$ cat src/verilog/nvreg_pkg.sv
package nvreg_pkg;

    // ****************************************
    // Command codes
    // ****************************************
    localparam logic [7:0] CMD_SET_WRITE_LATCH  = 8'h06;
    localparam logic [7:0] CMD_CLR_WRITE_LATCH  = 8'h04;
    localparam logic [7:0] CMD_LEGACY_REG_WRITE = 8'h01;
    localparam logic [7:0] CMD_ADDR_REG_READ    = 8'h65;
    localparam logic [7:0] CMD_ADDR_REG_WRITE   = 8'h71;
    localparam logic [7:0] CMD_STATUS_ONE_READ  = 8'h05;
    localparam logic [7:0] CMD_SOFT_RESET       = 8'hf0;

    // ****************************************
    // Register addresses for addressed access
    // ****************************************
    localparam logic [23:0] ADDR_STATUS_ONE_NV   = 24'h000000;
    localparam logic [23:0] ADDR_STATUS_ONE_LIVE = 24'h800000;
    localparam logic [1:0]  ADDR_LAST_BYTE       = 2'h2;

    // ****************************************
    // Register widths
    // ****************************************
    localparam int REG_W          = 8;
    localparam int REGION_PROT_W  = 16;
    localparam int PASSWORD_W     = 64;
    localparam int POINTER_REG_W  = 32;

    // ****************************************
    // Status register one layout and values
    // ****************************************
    localparam int POS_REGISTER_LOCK      = 7;
    localparam int POS_PROTECT_GRANULAR   = 6;
    localparam int POS_PROTECT_ORIGIN     = 5;
    localparam int POS_RANGE_PROTECT_HI   = 4;
    localparam int POS_RANGE_PROTECT_LO   = 2;
    localparam int POS_WRITE_LATCH        = 1;
    localparam int POS_BUSY_FLAG          = 0;

    localparam logic [7:0] STATUS_ONE_NV_SHIP  = 8'h00;
    localparam logic [7:0] STATUS_ONE_USER_MSK = 8'hfc;
    localparam logic [7:0] STATUS_ONE_OTP_MSK  = 8'h00;
    localparam logic [7:0] NV_ERASED_VALUE     = 8'hff;
    localparam logic [7:0] UNMAPPED_READ_VALUE = 8'h00;

    // ****************************************
    // Non-volatile cell timing
    // ****************************************
    localparam int CLK_PERIOD_PS   = 25000;
    localparam int ERASE_TIME_NS   = 2000;
    localparam int PROGRAM_TIME_NS = 1000;
    localparam int ERASE_CYC   = (ERASE_TIME_NS * 1000 + CLK_PERIOD_PS - 1) / CLK_PERIOD_PS;
    localparam int PROGRAM_CYC = (PROGRAM_TIME_NS * 1000 + CLK_PERIOD_PS - 1) / CLK_PERIOD_PS;
    localparam int NV_CNT_W    = 8;

    // ****************************************
    // Carriers
    // ****************************************
    typedef struct packed {
        logic       register_lock_bit;
        logic       protect_granularity_bit;
        logic       protect_origin_bit;
        logic [2:0] range_protect;
        logic       write_latch;
        logic       busy_flag;
    } status_one_t;

    typedef struct packed {
        logic [7:0] data;
        logic       valid;
    } rx_byte_t;

endpackage

$ cat src/verilog/spi_byte_port.sv
`timescale 1ns/1ps
module spi_byte_port
    import nvreg_pkg::*;
(
    input  wire logic       i_clk,
    input  wire logic       i_rst,
    input  wire logic       i_sck,
    input  wire logic       i_cs_n,
    input  wire logic       i_si,
    input  wire logic       i_tx_load,
    input  wire logic [7:0] i_tx_byte,
    output rx_byte_t        o_rx,
    output logic            o_selected,
    output logic            o_deselect,
    output logic            o_so
);

    // ****************************************
    // Pin synchronisers
    // ****************************************
    logic [2:0] sck_ff;
    logic [2:0] cs_n_ff;
    logic [1:0] si_ff;
    logic [7:0] rx_sh_ff;
    logic [2:0] bit_cnt_ff;
    logic [7:0] tx_sh_ff;
    logic       so_ff;
    rx_byte_t   rx_ff;
    logic       desel_ff;
    logic [7:0] nxt_rx_sh;
    logic [2:0] nxt_bit_cnt;
    logic [7:0] nxt_tx_sh;
    logic       nxt_so;
    rx_byte_t   nxt_rx;
    logic       nxt_desel;
    logic       sck_rise;
    logic       sck_fall;
    logic       sel;

    assign sel      = ~cs_n_ff[1];
    assign sck_rise = sel & sck_ff[1] & ~sck_ff[2];
    assign sck_fall = sel & ~sck_ff[1] & sck_ff[2];

    // ****************************************
    // Shifting
    // ****************************************
    always_comb
    begin
        nxt_rx_sh   = rx_sh_ff;
        nxt_bit_cnt = bit_cnt_ff;
        nxt_tx_sh   = tx_sh_ff;
        nxt_so      = so_ff;
        nxt_rx      = '0;
        nxt_desel   = cs_n_ff[1] & ~cs_n_ff[2];
        if (!sel)
        begin
            nxt_bit_cnt = 3'h0;
        end
        else if (sck_rise)
        begin
            nxt_rx_sh   = {rx_sh_ff[6:0], si_ff[1]};
            nxt_bit_cnt = bit_cnt_ff + 3'h1;
            if (bit_cnt_ff == 3'h7)
            begin
                nxt_rx.data  = {rx_sh_ff[6:0], si_ff[1]};
                nxt_rx.valid = 1'b1;
            end
        end
        if (i_tx_load)
        begin
            nxt_tx_sh = i_tx_byte;
        end
        else if (sck_fall)
        begin
            nxt_so    = tx_sh_ff[7];
            nxt_tx_sh = {tx_sh_ff[6:0], 1'b0};
        end
    end

    always_ff @(posedge i_clk)
    begin
        if (i_rst)
        begin
            sck_ff     <= 3'h0;
            cs_n_ff    <= 3'h7;
            si_ff      <= 2'h0;
            rx_sh_ff   <= 8'h00;
            bit_cnt_ff <= 3'h0;
            tx_sh_ff   <= 8'h00;
            so_ff      <= 1'b0;
            rx_ff      <= '0;
            desel_ff   <= 1'b0;
        end
        else
        begin
            sck_ff     <= {sck_ff[1:0], i_sck};
            cs_n_ff    <= {cs_n_ff[1:0], i_cs_n};
            si_ff      <= {si_ff[0], i_si};
            rx_sh_ff   <= nxt_rx_sh;
            bit_cnt_ff <= nxt_bit_cnt;
            tx_sh_ff   <= nxt_tx_sh;
            so_ff      <= nxt_so;
            rx_ff      <= nxt_rx;
            desel_ff   <= nxt_desel;
        end
    end

    assign o_rx       = rx_ff;
    assign o_selected = sel;
    assign o_deselect = desel_ff;
    assign o_so       = so_ff;

endmodule

$ cat src/verilog/nv_byte_store.sv
`timescale 1ns/1ps
module nv_byte_store
    import nvreg_pkg::*;
(
    input  wire logic       i_clk,
    input  wire logic       i_por,
    input  wire logic       i_start,
    input  wire logic       i_otp_only,
    input  wire logic [7:0] i_data,
    output logic [7:0]      o_value,
    output logic            o_busy,
    output logic            o_done
);

    typedef enum logic [1:0] {
        NV_IDLE  = 2'b00,
        NV_ERASE = 2'b01,
        NV_PROG  = 2'b11,
        NV_DONE  = 2'b10
    } nv_state_t;

    nv_state_t           state_ff;
    nv_state_t           nxt_state;
    logic [7:0]          value_ff;
    logic [7:0]          nxt_value;
    logic [7:0]          data_ff;
    logic [7:0]          nxt_data;
    logic [NV_CNT_W-1:0] cnt_ff;
    logic [NV_CNT_W-1:0] nxt_cnt;

    // ****************************************
    // Erase then program sequence
    // ****************************************
    always_comb
    begin
        nxt_state = state_ff;
        nxt_value = value_ff;
        nxt_data  = data_ff;
        nxt_cnt   = cnt_ff;
        case (state_ff)
            NV_IDLE:
            begin
                if (i_start)
                begin
                    nxt_data = i_data;
                    if (i_otp_only)
                    begin
                        nxt_state = NV_PROG;
                        nxt_cnt   = NV_CNT_W'(PROGRAM_CYC - 1);
                    end
                    else
                    begin
                        nxt_state = NV_ERASE;
                        nxt_cnt   = NV_CNT_W'(ERASE_CYC - 1);
                    end
                end
            end
            NV_ERASE:
            begin
                if (cnt_ff == '0)
                begin
                    nxt_value = (value_ff & (STATUS_ONE_OTP_MSK | ~STATUS_ONE_USER_MSK))
                              | (NV_ERASED_VALUE & STATUS_ONE_USER_MSK
                                 & ~STATUS_ONE_OTP_MSK);
                    nxt_state = NV_PROG;
                    nxt_cnt   = NV_CNT_W'(PROGRAM_CYC - 1);
                end
                else
                begin
                    nxt_cnt = cnt_ff - 1'b1;
                end
            end
            NV_PROG:
            begin
                if (cnt_ff == '0)
                begin
                    nxt_value = (data_ff & ~STATUS_ONE_OTP_MSK)
                              | ((value_ff | data_ff) & STATUS_ONE_OTP_MSK);
                    nxt_state = NV_DONE;
                end
                else
                begin
                    nxt_cnt = cnt_ff - 1'b1;
                end
            end
            NV_DONE:
            begin
                nxt_state = NV_IDLE;
            end
            default:
            begin
                nxt_state = NV_IDLE;
            end
        endcase
    end

    always_ff @(posedge i_clk)
    begin
        if (i_por)
        begin
            state_ff <= NV_IDLE;
            value_ff <= STATUS_ONE_NV_SHIP;
            data_ff  <= 8'h00;
            cnt_ff   <= '0;
        end
        else
        begin
            state_ff <= nxt_state;
            value_ff <= nxt_value;
            data_ff  <= nxt_data;
            cnt_ff   <= nxt_cnt;
        end
    end

    assign o_value = value_ff;
    assign o_busy  = (state_ff != NV_IDLE);
    assign o_done  = (state_ff == NV_DONE);

endmodule

$ cat src/verilog/nv_shadow_status_register.sv
`timescale 1ns/1ps
// How it works
// - Code 05h and reads of the live address return the live copy; the non-volatile address returns the non-volatile copy.
// - Power-on, hardware and software reset reload the live copy from non-volatile.
// - Non-volatile writes erase, program, then refresh the live copy.
// - One-time bits program without erase and update the live copy.
// - Status one exists as a non-volatile and live pair.
// - Live bits take defaults after reset; non-volatile bits ship as factory values.
// - Bit 7 defaults the register lock bit; ships as 0.
// - Bit 6 defaults the protect granularity bit; ships as 0.
// - Bit 5 defaults the protect origin bit; ships as 0.
// - Bits 4 to 2 default the range protect bits; ship as zeros.
// - Bit 1 defaults the write latch; read-only, factory 0.
// - Bit 0 defaults the busy flag; read-only, factory 0.
// - Code 06h sets and 04h clears the write latch.
// - Codes 01h, 65h and 71h write, read and write the registers.
// - Region, password and pointer registers are 16, 64, 32 bits; others 8.
// - Code 05h returns the live status one copy.
module nv_shadow_status_register
    import nvreg_pkg::*;
(
    input  wire logic       i_clk,
    input  wire logic       i_rst,
    input  wire logic       i_por,
    input  wire logic       i_sck,
    input  wire logic       i_cs_n,
    input  wire logic       i_si,
    output logic            o_so,
    output logic [7:0]      o_live_status,
    output logic [7:0]      o_nv_status
);

    typedef enum logic [2:0] {
        S_IDLE = 3'b000,
        S_CMD  = 3'b001,
        S_ADDR = 3'b011,
        S_DATA = 3'b010,
        S_READ = 3'b110,
        S_SKIP = 3'b100
    } cmd_state_t;

    // ****************************************
    // Declarations
    // ****************************************
    rx_byte_t    rx;
    logic        selected;
    logic        deselect;
    logic [7:0]  nv_value;
    logic        nv_busy;
    logic        nv_done;

    cmd_state_t  state_ff;
    cmd_state_t  nxt_state;
    logic [7:0]  cmd_ff;
    logic [7:0]  nxt_cmd;
    logic [23:0] addr_ff;
    logic [23:0] nxt_addr;
    logic [1:0]  addr_cnt_ff;
    logic [1:0]  nxt_addr_cnt;
    logic [7:0]  wr_data_ff;
    logic [7:0]  nxt_wr_data;
    logic        wr_pend_ff;
    logic        nxt_wr_pend;
    status_one_t live_ff;
    status_one_t nxt_live;
    logic        reload_ff;
    logic        nxt_reload;
    logic        tx_load;
    logic [7:0]  tx_byte;
    logic        nv_start;
    logic        nv_otp_only;
    logic [7:0]  nv_new;
    logic [7:0]  nv_ff;

    // ****************************************
    // Helpers
    // ****************************************
    function automatic logic [7:0] read_select(input logic [23:0] addr,
                                               input logic [7:0]  nv,
                                               input logic [7:0]  live);
        logic [7:0] r;
        r = UNMAPPED_READ_VALUE;
        if (addr == ADDR_STATUS_ONE_LIVE)
        begin
            r = live;
        end
        else if (addr == ADDR_STATUS_ONE_NV)
        begin
            r = nv;
        end
        return r;
    endfunction

    function automatic status_one_t live_from_nv(input logic [7:0] nv);
        status_one_t s;
        s.register_lock_bit       = nv[POS_REGISTER_LOCK];
        s.protect_granularity_bit = nv[POS_PROTECT_GRANULAR];
        s.protect_origin_bit      = nv[POS_PROTECT_ORIGIN];
        s.range_protect           = nv[POS_RANGE_PROTECT_HI:POS_RANGE_PROTECT_LO];
        s.write_latch             = nv[POS_WRITE_LATCH];
        s.busy_flag               = nv[POS_BUSY_FLAG];
        return s;
    endfunction

    // ****************************************
    // Sub-blocks
    // ****************************************
    spi_byte_port u_port (
        .i_clk      (i_clk),
        .i_rst      (i_rst | i_por),
        .i_sck      (i_sck),
        .i_cs_n     (i_cs_n),
        .i_si       (i_si),
        .i_tx_load  (tx_load),
        .i_tx_byte  (tx_byte),
        .o_rx       (rx),
        .o_selected (selected),
        .o_deselect (deselect),
        .o_so       (o_so)
    );

    // Non-volatile half of the status one pair
    nv_byte_store u_nv (
        .i_clk      (i_clk),
        .i_por      (i_por),
        .i_start    (nv_start),
        .i_otp_only (nv_otp_only),
        .i_data     (nv_new),
        .o_value    (nv_value),
        .o_busy     (nv_busy),
        .o_done     (nv_done)
    );

    // Writable bits from host, read-only defaults kept
    assign nv_new      = (wr_data_ff & STATUS_ONE_USER_MSK)
                       | (nv_value & ~STATUS_ONE_USER_MSK);
    assign nv_otp_only = (((nv_new ^ nv_value) & ~STATUS_ONE_OTP_MSK) == 8'h00)
                       & (((nv_new ^ nv_value) & STATUS_ONE_OTP_MSK) != 8'h00);

    // ****************************************
    // Command decoder
    // ****************************************
    always_comb
    begin
        nxt_state    = state_ff;
        nxt_cmd      = cmd_ff;
        nxt_addr     = addr_ff;
        nxt_addr_cnt = addr_cnt_ff;
        nxt_wr_data  = wr_data_ff;
        nxt_wr_pend  = wr_pend_ff;
        nxt_live     = live_ff;
        nxt_reload   = 1'b0;
        tx_load      = 1'b0;
        tx_byte      = 8'h00;
        nv_start     = 1'b0;

        if (reload_ff)
        begin
            nxt_live = live_from_nv(nv_value);
        end

        if (nv_done)
        begin
            nxt_live                         = live_from_nv(nv_value);
            nxt_live.write_latch             = 1'b0;
            nxt_live.busy_flag               = 1'b0;
        end

        if (deselect)
        begin
            nxt_state   = S_IDLE;
            nxt_wr_pend = 1'b0;
            if (wr_pend_ff && live_ff.write_latch && !nv_busy && !live_ff.busy_flag)
            begin
                if (cmd_ff == CMD_ADDR_REG_WRITE && addr_ff == ADDR_STATUS_ONE_LIVE)
                begin
                    nxt_live.register_lock_bit       = wr_data_ff[POS_REGISTER_LOCK];
                    nxt_live.protect_granularity_bit = wr_data_ff[POS_PROTECT_GRANULAR];
                    nxt_live.protect_origin_bit      = wr_data_ff[POS_PROTECT_ORIGIN];
                    nxt_live.range_protect           =
                        wr_data_ff[POS_RANGE_PROTECT_HI:POS_RANGE_PROTECT_LO];
                    nxt_live.write_latch             = 1'b0;
                end
                else if (cmd_ff == CMD_LEGACY_REG_WRITE || addr_ff == ADDR_STATUS_ONE_NV)
                begin
                    nv_start           = 1'b1;
                    nxt_live.busy_flag = 1'b1;
                end
            end
        end
        else if (!selected)
        begin
            nxt_state = S_IDLE;
        end
        else
        begin
            case (state_ff)
                S_IDLE:
                begin
                    nxt_state    = S_CMD;
                    nxt_addr_cnt = 2'h0;
                end
                S_CMD:
                begin
                    if (rx.valid)
                    begin
                        nxt_cmd   = rx.data;
                        nxt_state = S_SKIP;
                        case (rx.data)
                            CMD_SET_WRITE_LATCH:
                            begin
                                if (!live_ff.busy_flag)
                                begin
                                    nxt_live.write_latch = 1'b1;
                                end
                            end
                            CMD_CLR_WRITE_LATCH:
                            begin
                                if (!live_ff.busy_flag)
                                begin
                                    nxt_live.write_latch = 1'b0;
                                end
                            end
                            CMD_STATUS_ONE_READ:
                            begin
                                nxt_addr  = ADDR_STATUS_ONE_LIVE;
                                tx_load   = 1'b1;
                                tx_byte   = read_select(ADDR_STATUS_ONE_LIVE, nv_value,
                                                        live_ff);
                                nxt_state = S_READ;
                            end
                            CMD_LEGACY_REG_WRITE:
                            begin
                                nxt_state = S_DATA;
                            end
                            CMD_ADDR_REG_READ:
                            begin
                                nxt_state = S_ADDR;
                            end
                            CMD_ADDR_REG_WRITE:
                            begin
                                nxt_state = S_ADDR;
                            end
                            CMD_SOFT_RESET:
                            begin
                                if (!live_ff.busy_flag)
                                begin
                                    nxt_reload = 1'b1;
                                end
                            end
                            default:
                            begin
                                nxt_state = S_SKIP;
                            end
                        endcase
                    end
                end
                S_ADDR:
                begin
                    if (rx.valid)
                    begin
                        nxt_addr     = {addr_ff[15:0], rx.data};
                        nxt_addr_cnt = addr_cnt_ff + 2'h1;
                        if (addr_cnt_ff == ADDR_LAST_BYTE)
                        begin
                            if (cmd_ff == CMD_ADDR_REG_READ)
                            begin
                                tx_load   = 1'b1;
                                tx_byte   = read_select({addr_ff[15:0], rx.data},
                                                        nv_value, live_ff);
                                nxt_state = S_READ;
                            end
                            else
                            begin
                                nxt_state = S_DATA;
                            end
                        end
                    end
                end
                S_DATA:
                begin
                    if (rx.valid)
                    begin
                        nxt_wr_data = rx.data;
                        nxt_wr_pend = 1'b1;
                        nxt_state   = S_SKIP;
                    end
                end
                S_READ:
                begin
                    if (rx.valid)
                    begin
                        tx_load = 1'b1;
                        tx_byte = read_select(addr_ff, nv_value, live_ff);
                    end
                end
                S_SKIP:
                begin
                    nxt_state = S_SKIP;
                end
                default:
                begin
                    nxt_state = S_IDLE;
                end
            endcase
        end
    end

    // ****************************************
    // State registers
    // ****************************************
    always_ff @(posedge i_clk)
    begin
        if (i_rst || i_por)
        begin
            state_ff    <= S_IDLE;
            cmd_ff      <= 8'h00;
            addr_ff     <= 24'h000000;
            addr_cnt_ff <= 2'h0;
            wr_data_ff  <= 8'h00;
            wr_pend_ff  <= 1'b0;
            live_ff     <= live_from_nv(STATUS_ONE_NV_SHIP);
            reload_ff   <= 1'b1;
            nv_ff       <= nv_value;
        end
        else
        begin
            state_ff    <= nxt_state;
            cmd_ff      <= nxt_cmd;
            addr_ff     <= nxt_addr;
            addr_cnt_ff <= nxt_addr_cnt;
            wr_data_ff  <= nxt_wr_data;
            wr_pend_ff  <= nxt_wr_pend;
            live_ff     <= nxt_live;
            reload_ff   <= nxt_reload;
            nv_ff       <= nv_value;
        end
    end

    assign o_live_status = live_ff;
    assign o_nv_status   = nv_ff;

endmodule

$ cat config.mk
export PLATFORM = sky130hd
export DESIGN_NAME = nv_shadow_status_register
export DESIGN_NICKNAME = d
export VERILOG_FILES = /design/src/verilog/nvreg_pkg.sv /design/src/verilog/spi_byte_port.sv /design/src/verilog/nv_byte_store.sv /design/src/verilog/nv_shadow_status_register.sv
export SDC_FILE = /design/constraint.sdc
export NUM_CORES = 1
export LEC_CHECK = 0
export ABC_AREA = 0
export BUFFER_PORTS_ARGS = -buffer_cell sky130_fd_sc_hd__buf_2
export CAP_MARGIN = 10
export CORE_MARGIN = 2
export CORE_UTILIZATION = 60
export CTS_BUF_LIST = sky130_fd_sc_hd__clkbuf_16
export CTS_CLUSTER_SIZE = 12
export DETAILED_ROUTE_END_ITERATION = 16
export GPL_TIMING_DRIVEN = 0
export MAX_ROUTING_LAYER = met4
export PLACE_DENSITY = 0.77
export SETUP_SLACK_MARGIN = 0.02
export SYNTH_ARGS = -nofsm -noshare
export SYNTH_HDL_FRONTEND = slang
export SYNTH_SLANG_ARGS = --single-unit
$ cat constraint.sdc
create_clock -name i_clk -period 3.3 [get_ports i_clk]
set_clock_uncertainty 0.15 [all_clocks]
set_input_delay 0.99 -clock i_clk [delete_from_list [all_inputs] [get_ports i_clk]]
set_output_delay 0.99 -clock i_clk [all_outputs]
set_load 0.01 [all_outputs]
======== Word level (Yosys, flattened, before mapping) ========
Cells that the tools add are included.
storage, ports and cells
  bits in registers ....................... 126
  bits of input ports ..................... 6
  output and inout port bits .............. 17
  logic and storage cells ................. 192
operators by class
  $add $sub $neg .......................... 3
  reductions and logical operators ........ 38
  multiplexer cells ....................... 74
  equality and inequality tests ........... 31
  bitwise operators ....................... 17
operators with widths
  operator              number
  $mux 8                22
  $mux 24               3
  $eq 24x24->1 const B  2
  $logic_not 24->1      2
  $pmux 24 s2           1
  $pmux 8 s3            2
  $eq 8x7->1 const B    4
  $mux 1                28
  $eq 8x3->1 const B    3
  $pmux 3 s6            1
  $eq 8x1->1 const B    2
  $pmux 8 s2            1
  $mux 3                5
  $reduce_and 3->1      5
  $ne 2x1->1 const B    6
  $reduce_and 4->1      3
  $not 1->1             10
  $reduce_bool 2->1     5
  $eq 3x3->1 const B    3
  $pmux 3 s3            1
  $eq 8x8->1 const B    1
  $logic_not 8->1       1
  $mux 2                4
  $or 8x2->8            1
  28 further kinds      47

======== Depth between registers and ports, before layout ========
  depth after elaboration ................. 10
  mapped depth ............................ 8
  depth with buffers taken out ............ 8

======== Modules after synthesis ========
A second synthesis with hierarchy kept.
unflattened totals
  cell total of the unflattened synthesis .. 577
  area total of the unflattened synthesis .. 5400.2 um^2
modules (own cells, without submodules)
  module                     instances  cells each  area an instance (um^2)  sequential area each (um^2)
  nv_shadow_status_register  1          316         2796.4                   1221.2
  spi_byte_port              1          124         1347.5                   740.7
  nv_byte_store              1          137         1256.2                   520.5

======== Least setup slack after synthesis ========
No wires, ideal clock.
  kind .................................... register to register
  from .................................... register addr_ff[8]
  to ...................................... register live_ff, in the netlist o_live_status[2]
  required time ........................... 3010 ps
  path buffers ............................ 1
  slack ................................... 646 ps
  period minus slack after synthesis ...... 2654 ps
  cell stages (with the launch flop) ...... 8
  data arrival time ....................... 2364 ps
  library setup time ...................... 140 ps
  cell sequence ........................... dfxtp_1 -> or4_1 -> or4_4 -> or2_4 -> or4b_4 -> buf_6 -> nor2_1 -> a211oi_2
on the way
  cells in the longest elaborated chain, start to end .. 5
RTL lines
  item                      RTL line                          source
  start: declaration        nv_shadow_status_register.sv:56   logic [23:0] addr_ff;
  start signal: assignment  nv_shadow_status_register.sv:330  addr_ff <= nxt_addr;
  $eq 24x24->1              nv_shadow_status_register.sv:175  if (cmd_ff == CMD_ADDR_REG_WRITE && addr_ff == ADDR_STATUS_ONE_LIVE)
  $logic_and 1x1->1         nv_shadow_status_register.sv:175
  $mux 7                    nv_shadow_status_register.sv:175
  $mux 8                    nv_shadow_status_register.sv:173  if (wr_pend_ff && live_ff.write_latch && !nv_busy && !live_ff.busy_flag)
  $mux 6                    nv_shadow_status_register.sv:169  if (deselect)
  end signal: assignment    nv_shadow_status_register.sv:322  live_ff <= live_from_nv(STATUS_ONE_NV_SHIP);
  end signal: assignment    nv_shadow_status_register.sv:334  live_ff <= nxt_live;
  end: declaration          nv_shadow_status_register.sv:64   status_one_t live_ff;
Every way passes these cells.
A chain may end at the register's enable or synchronous reset.

======== Final worst setup path ========
  from .................................... register u_port.rx_ff, in the netlist u_port.o_rx[0]
  to ...................................... register u_port.tx_sh_ff[3]
on the way
  cells in the longest elaborated chain, start to end .. 5
  elaborated cells on any way between the ends .. 14
  classes of those cells .................. mux: 13; reduce/logical: 1
RTL lines
  item                                         RTL line                          source
  start: declaration                           spi_byte_port.sv:28               rx_byte_t rx_ff;
  start signal: assignment                     spi_byte_port.sv:103              rx_ff <= nxt_rx;
  $mux 8, or another cell as far along         nv_shadow_status_register.sv:291  if (rx.valid)
  $pmux 8 s3 or $pmux 1 s3 (tied branches)     nv_shadow_status_register.sv:197  case (state_ff)
  $mux 8 or $mux 1 (tied branches)             nv_shadow_status_register.sv:191  else if (!selected)
  $mux 8 or $mux 1 (tied branches)             nv_shadow_status_register.sv:169
  $mux 8 or $reduce_bool 2->1 (tied branches)  -
  end signal: assignment                       spi_byte_port.sv:101              tx_sh_ff <= nxt_tx_sh;
  end: declaration                             spi_byte_port.sv:26               logic [7:0] tx_sh_ff;
Parallel ways exist; a longest one is shown, timed or not.

==> results.env <==
STATUS='finished, final reports clean'
DRC_VIOLATION_COUNT_AFTER_ROUTING=0
FINALWEIGHTEDCONGESTION=0.903
TOP_LEVEL_PORTS=23
GRT_PASS1_VIAS=3830
MIN_PATH_TYPE='reg -> reg'
GR-USAGE-ALL-LAYERS=0.288
CTS.ROOT.BUFFER_CELL='clkbuf_16'
CORE_REGION_AREA_UM2=8130
DIEHEIGHT_UM=95.4
AREA_GROWTH_PCT=16.3
LAYOUT-DRIVE-GT1-SHARE=0.126
CTS.REPORTEDPATHS.CLKPINSLEW_NS=0.05
POST_SYNTH.CELL_AREA_AVG_UM2=9.33
GRT_REMAINING_OVERFLOW=0
POWER_DENSITY_nW_PER_UM2=576
SETUP.WORST_PATH.START='u_port.o_rx[0]'
POST_CTS_RESIZE_COUNT=0
TIMING.FINAL.CRIT_SHARE=0.918
FLOORPLAN.INITIALDENSITY=0.616
CORE.ROWCOUNT=33
DRV.MAX_CAP_VIOLATION_COUNT=0
ANTENNA_FOUND_INITIAL=0
SYNTH-EDFF-COUNT=0
MAPPEDNETLISTAREA_UM2=5010
P_LEAK_nW=2.23
TIMING.MAX_SLEW.REL_SLACK=0.334
ACHIEVABLE-FREQUENCY_MHz=330
TIMING.FINAL.HOLD_VIOLATIONS=0
POST_LAYOUT_NONFILLER_INSTANCES=693
PLACEDCELLCOUNT=663
PORT-BUFFER-COUNT=21
REG2REG_TO='u_port.tx_sh_ff[3]'
WL_PER_CELL_UM=17.0
VIAS_PER_CELL=5.98
CRIT_TYPE='reg -> reg'
MAXSLEWVIOLCOUNT=0
CTS-HTREE-LEVELS=4
CLOCK_SINK_COUNT=124
WORST_SLEW_PIN_SLEW_NS=0.986
RSZ0062_AT_GRT='no'
DIE_WIDTH_UM=95.4
SYN-NUM-NETS=547
DPL_CELL_AREA_UM2=5250
N_FILL_CELL=592
DETAILROUTE.VIA_COUNT=4145
TIMING.SETUP.TNS_NS=0
SHARE_OF_SYNTHESIZED_FLIP_FLOPS_WITH_AN_ASYNCHRONOUS_SET_OR_RESET=0
CP.ARRIVAL_NS=3.17
R2R_SETUP_SLACK_NS=0.27
YOSYS_WARNINGS=0
WIRE_LENGTH_OF_THE_FIRST_GLOBAL_ROUTING_PASS_MM=19.2
CTS_TREE='yes'
CRIT_PATH_START_KIND='flip-flop'
DRT-TOTAL-WL_MM=11.8
HOLDPATHSTAGES=1
FINALSETUPVIOLATIONS=0
WORSTREG2REGSTART='u_port.o_rx[0]'
CTS.HOLD.BUFFERS_ADDED=0
YOSYS_REGISTER_BITS=124
DRT_FIRST_PASS_ITERS=5
CP_MAX_FO=10
POSTROUTEANTENNANETS=0
CTS-BUFFERS-INSERTED=17
POSTLAYOUTCELLAREA_UM2=5820
SYNTH_SEQUENTIAL_AREA_RATIO=0.496
YOSYS_MOST_USED_DFF='dfxtp_1'
YS_TYPES=57
REQUIRED_NS=3.44
POST-DP-HPWL_MM=8.07
FLOORPLAN.DIE_AREA_UM2=9090
MIN_PERIOD_NS=3.03
FINISH.NET_COUNT=587
WORST_IR_DROP_VDD_mV=0.380
CTSLONGESTPATHBUFFERS=2
CLOCK_NETWORK_LATENCY_TO_THE_LATER_PIN_OF_THE_WORST_SKEW_PAIR_NS=0.41
SETUP.WORST_PATH.END_CLASS='flip-flop'
SYN-INSTANCE-COUNT=537
POST_CTS.REPAIR.SETUP_BUFFERS=0
ANTENNADIODECOUNT=0
WORSTSETUPENDPOINT='u_port.tx_sh_ff[3]'
LOGIC_DEPTH_OF_THE_WORST_REGISTER_TO_REGISTER_PATH=8
LARGEST_NET_DEGREE_AT_THE_START_OF_GLOBAL_ROUTING=17
DRT-INITIAL-DRC-COUNT=382
==> layout by cell type, fill, tap and decap left out, types with 3 or more instances in the layout <==
cell type  synthesis  layout
dfxtp_1          124     124
nor2_1            88      88
mux2i_1           42      42
nand2_1           28      28
clkbuf_1          28      28
a21oi_1           23      23
a22oi_1           23      23
buf_2              1      22
inv_1             16      17
clkbuf_16          0      17
nand3_1           15      15
and2_1            14      14
nor3_1            14      14
o21ai_0            8       8
a221o_1            8       8
a311oi_1           8       8
and3_1             6       6
or4_1              6       6
a211oi_2           6       6
nor4_1             5       5
or3_1              5       5
nor3b_1            4       4
o31ai_1            4       4
or2_2              4       4
a31oi_1            4       4
or3b_2             4       4
nand3b_1           4       4
ha_1               4       4
buf_1              3       3
or4b_2             3       3
bufinv_16          0       3
clkinv_2           0       3
clkinv_4           0       3
==> metrics by stage <==
| stage | worst slack, ns | power, mW | utilization | hold WS, ns |
|---|---|---|---|---|
| 3_3_place_gp | 0.284 | 1.57 | 0.645 | 0.236 |
| 5_1_grt | 0.103 | 3.44 | 0.716 | 0.250 |
| 2_1_floorplan | 0.646 | 1.56 | - | 0.214 |
| 4_1_cts | 0.284 | 3.37 | 0.716 | 0.245 |
| 6_report | 0.269 | 3.35 | 0.716 | 0.244 |
| 3_5_place_dp | 0.247 | 1.57 | 0.645 | 0.243 |
==> worst min path at each step <==
stage                   endpoint         startpoint
6_report       u_port.o_deselect  u_port.cs_n_ff[2]
5_1_grt        u_port.o_deselect  u_port.cs_n_ff[2]
4_1_cts        u_port.o_deselect  u_port.cs_n_ff[2]
3_5_place_dp   u_port.cs_n_ff[1]  u_port.cs_n_ff[0]
3_3_place_gp      o_nv_status[7]    u_nv.o_value[7]
2_1_floorplan     o_nv_status[2]    u_nv.o_value[2]
==> kinds of logic (layout without fill, tap and decap cells) <==
logic type,count (synthesis),count (layout),synth area share
muxes,42,42,0.0839
adders and majority gates,4,4,0.00999
AOI/OAI and AO/OA,98,98,0.144
and+or+nand+nor,218,218,0.224
DFF,124,124,0.496
buffers and inverters,49,100,0.0385
xor gates and xnor gates,2,2,0.00350
==> Yosys cell counts, types with 8 or more instances <==
library cell	instances	area share
a21oi_1	23	0.023
a221o_1	8	0.016
a22oi_1	23	0.034
a311oi_1	8	0.014
and2_1	14	0.017
clkbuf_1	28	0.021
dfxtp_1	124	0.50
inv_1	16	0.012
mux2i_1	42	0.084
nand2_1	28	0.021
nand3_1	15	0.015
nor2_1	88	0.066
nor3_1	14	0.014
o21ai_0	8	0.0080
==> power breakdown <==
group / internal [mW] / total, mW / switching, mW
sequential: 1.50 / 1.50 / 0.00157
clock: 1.17 / 1.81 / 0.641
combinational: 0.0103 / 0.0396 / 0.0293
==> worst max-delay path, cell delays in order, from the launching register on <==
cell	delay (ns)
dfxtp_1	0.30
clkbuf_1	0.32
or3b_2	0.54
nor2_1	0.43
a22o_1	0.31
or2_2	0.13
clkbuf_1	0.35
nor2_1	0.11
a221o_1	0.27
==> registers in the layout, indices dropped and copies added (netlist names), 3 cells and up <==
name and count:
addr_ff 24, u_port.o_rx 9, cmd_ff 8, o_live_status 8, o_nv_status 8, u_nv.cnt_ff 8
u_nv.data_ff 8, u_nv.o_value 8, u_port.tx_sh_ff 8, u_port.rx_sh_ff 7, wr_data_ff 6, state_ff 3
u_port.bit_cnt_ff 3, u_port.cs_n_ff 3, u_port.sck_ff 3
==> cell type report <==
type                            count  area, µm²  area share
Sequential cell                   124       2480       0.426
Multi-Input combinational cell    364       2330       0.401
Clock buffer                       17        425      0.0730
Clock inverter                     13        154      0.0264
Buffer                             33        133      0.0228
Tap cell                          105        131      0.0226
Timing Repair Buffer               21        105      0.0180
Inverter                           16       60.1      0.0103
==> per-layer routing <==
metal / track usage / up-vias / part of all wire
li1: - / 2004 / -
met1: 0.354 / 1944 / 0.45
met2: 0.457 / 168 / 0.47
met3: 0.0735 / 29 / 0.060
met4: 0.109 / 0 / 0.024
met5: - / - / 0
Note: power is estimated with default switching activity, not from simulation.
